`config.mk`:
```
export PLATFORM = sky130hd
export DESIGN_NAME = ack_bus_cycle
export DESIGN_NICKNAME = d
export VERILOG_FILES = /design/src/ack_bus_pkg.sv /design/src/ack_bus_cycle.sv
export SDC_FILE = /design/constraint.sdc
export NUM_CORES = 1
export LEC_CHECK = 0
export ABC_AREA = 1
export BUFFER_PORTS_ARGS = -buffer_cell sky130_fd_sc_hd__buf_2
export CORE_MARGIN = 5
export CORE_UTILIZATION = 40
export DETAILED_ROUTE_END_ITERATION = 10
export PLACE_DENSITY = 0.74
export SYNTH_ARGS = -nofsm -noshare
export SYNTH_HDL_FRONTEND = slang
export SYNTH_SLANG_ARGS = --single-unit
```
`constraint.sdc`:
```
create_clock -name clk_sys_in -period 4.2 [get_ports clk_sys_in]
set_input_delay 0.42 -clock clk_sys_in [delete_from_list [all_inputs] [get_ports clk_sys_in]]
set_output_delay 0.42 -clock clk_sys_in [all_outputs]
set_load 0.02 [all_outputs]
```
`src/ack_bus_pkg.sv`:
```
// package for the acknowledge-terminated chip-select five bus cycle
`default_nettype none
package ack_bus_pkg;
  localparam int ADDR_W = 24;
  localparam int DATA_W = 16;
  localparam int BE_W = 2;
  localparam int DLY_W = 4;
  localparam int WS_W = 6;
  localparam int CNT_W = 11;
  localparam int SEL_W = 3;
  // chip select group that may be ended by the external acknowledge
  localparam logic [SEL_W-1:0] ACK_GROUP = 3'h5;
  // timing counts in system clock periods
  localparam int CLK_HZ = 20000000;
  localparam int CLK_NS = 1000000000 / CLK_HZ;
  localparam int ACK_LIMIT_T = 1019;
  localparam int TIMEOUT_COUNTS = 1022;
  localparam logic [CNT_W-1:0] TIMEOUT_CYC = CNT_W'(TIMEOUT_COUNTS);
  localparam logic [1:0] READ_TAIL_CYC = 2'h3;
  localparam logic [1:0] WRITE_TAIL_CYC = 2'h2;
  localparam logic [1:0] SEL_HOLD_CYC = 2'h1;
  localparam logic [1:0] DATA_HOLD_CYC = 2'h2;

  typedef enum logic [2:0] {
    ST_IDLE = 3'b000,
    ST_SETUP = 3'b001,
    ST_WAIT = 3'b010,
    ST_TAIL = 3'b011,
    ST_HOLD = 3'b100,
    ST_GAP = 3'b101
  } phase_t;

  typedef struct packed {
    logic [SEL_W-1:0] group;
    logic write;
    logic [ADDR_W-1:0] addr;
    logic [DATA_W-1:0] wdata;
    logic [BE_W-1:0] be;
  } req_t;

  typedef struct packed {
    logic [DLY_W-1:0] read_strobe_delay;
    logic byte_enable_read_inhibit;
    logic [DLY_W-1:0] select_assert_delay;
    logic [DLY_W-1:0] write_strobe_delay;
    logic ack_source_select;
    logic [WS_W-1:0] wait_state_count;
  } cfg_t;

  typedef struct packed {
    logic chip_select_five_n;
    logic output_enable_n;
    logic [BE_W-1:0] byte_enable_n;
    logic write_n;
    logic [ADDR_W-1:0] addr;
    logic [DATA_W-1:0] wdata;
    logic data_oe;
  } pins_t;
endpackage
`default_nettype wire

```
`src/ack_bus_cycle.sv`:
```
// chip-select five bus cycle ended by an active-low external acknowledge
`default_nettype none
// Notes on behaviour
// - acknowledge counts as asserted when the pin is low
// - read strobe and byte enables wait the programmed read delay
// - read byte enables assert only while the read inhibit bit is clear
// - read cycle start drives address and asserts chip select together
// - write cycle start drives address and asserts the write strobe
// - internal wait state mode ends the cycle without the acknowledge
// - write select waits select delay, byte enables wait write strobe delay
// - read strobe negates three periods after the acknowledge is seen
// - read strobe negates one period before chip select
// - write strobe negates two periods after the acknowledge is seen
// - write data stays driven two periods after the write strobe negates
// - write data is driven from the first cycle of chip select
// - bus error if no acknowledge within 1022 counts
// - acknowledge termination applies only to chip select five
module ack_bus_cycle (
  input wire logic clk_sys_in,
  input wire logic rst_b_in,
  input wire logic req_valid_in,
  output logic req_ready_out,
  input wire ack_bus_pkg::req_t req_in,
  input wire ack_bus_pkg::cfg_t cfg_in,
  input wire logic external_ack_n_in,
  input wire logic [ack_bus_pkg::DATA_W-1:0] rdata_in,
  output ack_bus_pkg::pins_t pins_out,
  output logic done_out,
  output logic bus_error_out,
  output logic [ack_bus_pkg::DATA_W-1:0] rdata_out
);
  typedef struct packed {
    ack_bus_pkg::phase_t phase;
    logic [ack_bus_pkg::CNT_W-1:0] cnt;
    logic [ack_bus_pkg::DLY_W-1:0] dly;
    logic [1:0] tail;
    logic use_ack;
    ack_bus_pkg::req_t req;
    ack_bus_pkg::pins_t pins;
    logic done;
    logic err;
    logic [ack_bus_pkg::DATA_W-1:0] rdata;
    logic [1:0] sync;
  } state_t;

  state_t s_reg;
  state_t s_next;
  logic ack_seen;

  // second sync stage only; first stage feeds nothing else
  assign ack_seen = ~s_reg.sync[1];
  assign req_ready_out = (s_reg.phase == ack_bus_pkg::ST_IDLE);
  assign pins_out = s_reg.pins;
  assign done_out = s_reg.done;
  assign bus_error_out = s_reg.err;
  assign rdata_out = s_reg.rdata;

  // cycle sequencer; pins are registered so they never glitch
  always_comb begin
    s_next = s_reg;
    s_next.sync = {s_reg.sync[0], external_ack_n_in};
    s_next.done = 1'b0;
    s_next.err = 1'b0;
    case (s_reg.phase)
      ack_bus_pkg::ST_IDLE: begin
        if (req_valid_in) begin
          s_next.req = req_in;
          // only group five may wait on the pin; others use the wait count
          s_next.use_ack = (req_in.group == ack_bus_pkg::ACK_GROUP) &&
                           !cfg_in.ack_source_select;
          s_next.cnt = '0;
          s_next.pins.addr = req_in.addr;
          if (req_in.write) begin
            s_next.pins.write_n = 1'b0;
            s_next.pins.wdata = req_in.wdata;
            s_next.pins.data_oe = 1'b1;
            s_next.dly = cfg_in.select_assert_delay;
            s_next.pins.chip_select_five_n = (cfg_in.select_assert_delay != '0);
          end else begin
            s_next.dly = cfg_in.read_strobe_delay;
            s_next.pins.chip_select_five_n = 1'b0;
          end
          s_next.phase = ack_bus_pkg::ST_SETUP;
        end
      end
      ack_bus_pkg::ST_SETUP: begin
        // count down the programmed read strobe delay or write select delay
        s_next.cnt = s_reg.cnt + 1'b1;
        if (s_reg.dly != '0) begin
          s_next.dly = s_reg.dly - 1'b1;
          // select falls on the last delay step so each count adds one period
          if (s_reg.req.write && s_reg.dly == ack_bus_pkg::DLY_W'(1)) begin
            s_next.pins.chip_select_five_n = 1'b0;
          end
        end else begin
          s_next.pins.chip_select_five_n = 1'b0;
          if (s_reg.req.write) begin
            s_next.dly = cfg_in.write_strobe_delay;
          end else begin
            s_next.pins.output_enable_n = 1'b0;
            if (!cfg_in.byte_enable_read_inhibit) begin
              s_next.pins.byte_enable_n = ~s_reg.req.be;
            end
          end
          s_next.phase = ack_bus_pkg::ST_WAIT;
        end
      end
      ack_bus_pkg::ST_WAIT: begin
        s_next.cnt = s_reg.cnt + 1'b1;
        if (s_reg.req.write) begin
          if (s_reg.dly != '0) begin
            s_next.dly = s_reg.dly - 1'b1;
          end else begin
            s_next.pins.byte_enable_n = ~s_reg.req.be;
          end
        end
        if (s_reg.use_ack ? ack_seen
                          : (s_reg.cnt >= ack_bus_pkg::CNT_W'(cfg_in.wait_state_count))) begin
          s_next.tail = s_reg.req.write ? ack_bus_pkg::WRITE_TAIL_CYC
                                        : ack_bus_pkg::READ_TAIL_CYC;
          s_next.phase = ack_bus_pkg::ST_TAIL;
        end else if (s_reg.use_ack && s_reg.cnt >= ack_bus_pkg::TIMEOUT_CYC - 1'b1) begin
          // abort: release every strobe at once
          s_next.err = 1'b1;
          s_next.done = 1'b1;
          s_next.pins.chip_select_five_n = 1'b1;
          s_next.pins.output_enable_n = 1'b1;
          s_next.pins.byte_enable_n = '1;
          s_next.pins.write_n = 1'b1;
          s_next.pins.data_oe = 1'b0;
          s_next.phase = ack_bus_pkg::ST_GAP;
        end
      end
      ack_bus_pkg::ST_TAIL: begin
        // read data is sampled while the strobe is still low
        s_next.tail = s_reg.tail - 1'b1;
        if (s_reg.tail == 2'h1) begin
          if (s_reg.req.write) begin
            s_next.pins.write_n = 1'b1;
            s_next.tail = ack_bus_pkg::DATA_HOLD_CYC;
          end else begin
            s_next.rdata = rdata_in;
            s_next.pins.output_enable_n = 1'b1;
            s_next.pins.byte_enable_n = '1;
            s_next.tail = ack_bus_pkg::SEL_HOLD_CYC;
          end
          s_next.phase = ack_bus_pkg::ST_HOLD;
        end
      end
      ack_bus_pkg::ST_HOLD: begin
        s_next.tail = s_reg.tail - 1'b1;
        s_next.pins.chip_select_five_n = 1'b1;
        s_next.pins.byte_enable_n = '1;
        if (s_reg.tail == 2'h1) begin
          s_next.pins.data_oe = 1'b0;
          s_next.done = 1'b1;
          s_next.phase = ack_bus_pkg::ST_GAP;
        end
      end
      ack_bus_pkg::ST_GAP: begin
        // one idle period between selects
        s_next.phase = ack_bus_pkg::ST_IDLE;
      end
      default: begin
        s_next.phase = ack_bus_pkg::ST_IDLE;
      end
    endcase
  end

  // state register
  always_ff @(posedge clk_sys_in or negedge rst_b_in) begin
    if (!rst_b_in) begin
      s_reg <= '0;
      s_reg.phase <= ack_bus_pkg::ST_IDLE;
      s_reg.sync <= 2'h3;
      s_reg.pins.chip_select_five_n <= 1'b1;
      s_reg.pins.output_enable_n <= 1'b1;
      s_reg.pins.byte_enable_n <= '1;
      s_reg.pins.write_n <= 1'b1;
    end else begin
      s_reg <= s_next;
    end
  end

  property p_read_oe_after_ack;
    @(posedge clk_sys_in) disable iff (!rst_b_in)
      (s_reg.phase == ack_bus_pkg::ST_WAIT && !s_reg.req.write && s_reg.use_ack && ack_seen)
      |-> ##4 s_reg.pins.output_enable_n;
  endproperty
  // the strobe launched three edges on is first sampled high at the fourth
  a_read_oe_after_ack: assert property (p_read_oe_after_ack) else $error("read oe late");

  property p_write_after_ack;
    @(posedge clk_sys_in) disable iff (!rst_b_in)
      (s_reg.phase == ack_bus_pkg::ST_WAIT && s_reg.req.write && s_reg.use_ack && ack_seen)
      |-> !s_reg.pins.write_n ##3 s_reg.pins.write_n;
  endproperty
  a_write_after_ack: assert property (p_write_after_ack) else $error("write strobe late");

  property p_oe_before_cs;
    @(posedge clk_sys_in) disable iff (!rst_b_in)
    // a timed-out cycle drops every strobe at once, so it is left out here
      ($rose(s_reg.pins.output_enable_n) && !s_reg.err)
      |-> !s_reg.pins.chip_select_five_n ##1 s_reg.pins.chip_select_five_n;
  endproperty
  a_oe_before_cs: assert property (p_oe_before_cs) else $error("select released early");

  property p_data_hold;
    @(posedge clk_sys_in) disable iff (!rst_b_in)
      (s_reg.phase == ack_bus_pkg::ST_HOLD && $rose(s_reg.pins.write_n)) |-> s_reg.pins.data_oe [*2];
  endproperty
  a_data_hold: assert property (p_data_hold) else $error("write data dropped early");

  property p_data_with_cs;
    @(posedge clk_sys_in) disable iff (!rst_b_in)
      (!s_reg.pins.chip_select_five_n && !s_reg.pins.write_n) |-> s_reg.pins.data_oe;
  endproperty
  a_data_with_cs: assert property (p_data_with_cs) else $error("write data not driven");

  property p_timeout;
    @(posedge clk_sys_in) disable iff (!rst_b_in)
      (s_reg.phase == ack_bus_pkg::ST_WAIT && s_reg.use_ack &&
       s_reg.cnt == ack_bus_pkg::TIMEOUT_CYC - 1'b1 && !ack_seen)
      |=> s_reg.err;
  endproperty
  a_timeout: assert property (p_timeout) else $error("missing bus error");

  property p_read_start;
    @(posedge clk_sys_in) disable iff (!rst_b_in)
      (req_valid_in && req_ready_out && !req_in.write)
      |=> !s_reg.pins.chip_select_five_n && s_reg.pins.addr == $past(req_in.addr);
  endproperty
  a_read_start: assert property (p_read_start) else $error("read start wrong");

  property p_write_start;
    @(posedge clk_sys_in) disable iff (!rst_b_in)
      (req_valid_in && req_ready_out && req_in.write) |=> !s_reg.pins.write_n;
  endproperty
  a_write_start: assert property (p_write_start) else $error("write strobe not asserted");

  property p_read_inhibit;
    @(posedge clk_sys_in) disable iff (!rst_b_in)
      (!s_reg.req.write && cfg_in.byte_enable_read_inhibit && s_reg.phase == ack_bus_pkg::ST_SETUP)
      |=> s_reg.pins.byte_enable_n == '1;
  endproperty
  a_read_inhibit: assert property (p_read_inhibit) else $error("read byte enable");
endmodule
`default_nettype wire

```
==> run metrics <==
Syn-to-layout area delta=14.1%; CTS H-tree depth=3; HPWL after DPL=7890 um; n_diodes=0; Yosys reg bits=90; ranking of synthesized cells by area=dfrtp_1 (43%), nand2_1 (16%), buf_4 (9.7%); TritonCTS buffer count=9; Worst Setup End Kind=flop; num ports=151; final worst clock skew=0.00532 ns; Cell Area, Synth=4880 um2; vias per cell=4.60; Mean Syn Cell Area=8.27 um2; worst hold margin=0.115 ns; Critical Path Fanout Max=32; Antenna Nets Post-Route=0; Clock Pin Slew Worst Setup and Hold Paths=0.06 ns; Slew HR=0.485; drt first pass iters=4; P_leak=3.12 nW; clk root buf=clkbuf_16; status=completed; Period Utilization, post-route=0.586; final core occ=0.464; Post-synth EDFFs=0; full die area=14500 um2; top-area cell type share of the netlist area=0.425; commonest register cell after synthesis=dfrtp_1; setup bufs post-CTS=0; Fin Setup TNS=0 ns; Die Span X=121 um; Worst VDD drop=0.000305 V; Tot GR Track Use=0.151; max reg flops=46; Die Y=121 um; port bufs=150; worst hold path type=in -> async; Core Area=12000 um2; Critical Path Source Type=flop; per-cell routed wire length=12.8 um; RSZ-0062 raised after global routing=false; largest net degree at the start of global routing=57; Setup Crit Path Kind=reg -> reg; clk sinks=90; final WL=10700 um; Row Count=40; sequential area share after synthesis=0.463; flop2flop setup slack=1.74 ns; Yosys cell types=39; Gate Count Post-Synth=591; commonest non-fill, non-tap cell in the layout=nand2_1; Max Cap Viol=0; syn nets=689; DR iter-0 viols=276; fmax=406 MHz; Initial Utilization=0.407; first-pass GRT wire length=17300 um; worst-path cell chain=nor2_4 -> nand2_2 -> nor2_4 -> inv_4 -> nor2_8 -> inv_2 -> nand2_1 -> nand2_1; Hold-fix buffers, CTS=0; DP Worst Slack=1.71 ns; power per cell area=774 nW/um2; Worst path slowest cell=nor2_4; Setup WS post-layout=1.74 ns; actual slew at the worst max-slew pin=0.770 ns; Hold Fails Final Rpt=0; gpl congestion=0.885; Max Slew Vio Count=0; CTS tree=done; layout cells sized above 1=0.306; vias in the first global route=3705; Remaining DRCs=0; Final #Nets=780; post-CTS resize count=0; Via Count=3837; largest stage delay on the critical path=0.61 ns; Final setup viols=0; ys async rst share=1.00; antenna violations before repair=0; GRT Residual Overflow=0; Crit path required time=4.44 ns; warnings from Yosys=0; clk_lat worst skew=0.34 ns; clk buf depth=2; area leader, netlist=dfrtp_1; crit path time final=2.46 ns; most frequent cells in the layout=nand2_1 (210), buf_2 (149), dfrtp_1 (83), inv_1 (50), nor2_1 (34); Worst EP arrival=2.70 ns
[Yosys cell counts, types with 4 or more instances]
cell and number:
a21oi_1 24, buf_2 4, buf_4 63, dfrtp_1 83, dfstp_2 7, ha_1 12
inv_1 50, mux2_2 16, nand2_1 210, nand3_1 15, nand4_1 6, nor2_1 34
o211ai_1 4, o21ai_0 21
[where the power goes]
| part | internal, mW | switching (mW) |
|---|---|---|
| logic | 0.712 | 1.35 |
| registers | 1.26 | 0.234 |
| clock network | 0.431 | 0.319 |
[final cells by class]
| cell class | count | area (um2) |
|---|---|---|
| Clock buffer | 13 | 260 |
| Clock inverter | 3 | 15.0 |
| Fill cell | 1166 | 6440 |
| Inverter | 55 | 211 |
| Multi-Input combinational cell | 375 | 1880 |
| Sequential cell | 90 | 2260 |
| Tap cell | 147 | 184 |
| Timing Repair Buffer | 151 | 761 |
[metal layers]
metal,vias up,share of wire,global-route usage
met5,-,0,0
met2,144,0.46,0.243
li1,1979,-,-
met4,0,0.016,0.0574
met1,1700,0.45,0.190
met3,14,0.079,0.0477
[worst paths after layout]
kind                              startpoint      endpoint  cells after the start
max                               s_reg[132]   pins_out[8]                      8
max in group asynchronous           rst_b_in  pins_out[23]                      2
min                                 rst_b_in  pins_out[15]                      1
min in group clk_sys_in    external_ack_n_in     s_next[1]                      1
min reg2reg                        s_next[1]      s_reg[1]                      0
max reg2reg                       s_reg[132]   pins_out[8]                      8
[logic make-up after synthesis]
logic type | share of synthesized area
simple gates | 0.249
fa+ha+maj | 0.0307
buf+inv | 0.152
compound gates | 0.0640
xor+xnor | 0.00359
mux | 0.0369
flops | 0.463
[metrics by stage]
stage | power, mW | area (um2) | std cells
after floorplan | 3.35 | 4880 | 591
after global placement | 3.56 | 5300 | 818
after detailed placement | 3.59 | 5300 | 818
after CTS | 4.36 | 5570 | 834
after global routing | 4.69 | 5570 | 834
final | 4.31 | 5570 | 834
[critical path: cells and delay by family, from the launching register on]
kind | cells | cell delay [ns]
simple gates | 6 | 1.37
buf+inv | 2 | 0.50
flops | 1 | 0.49
No activity file was read; power rests on OpenSTA's default activity.
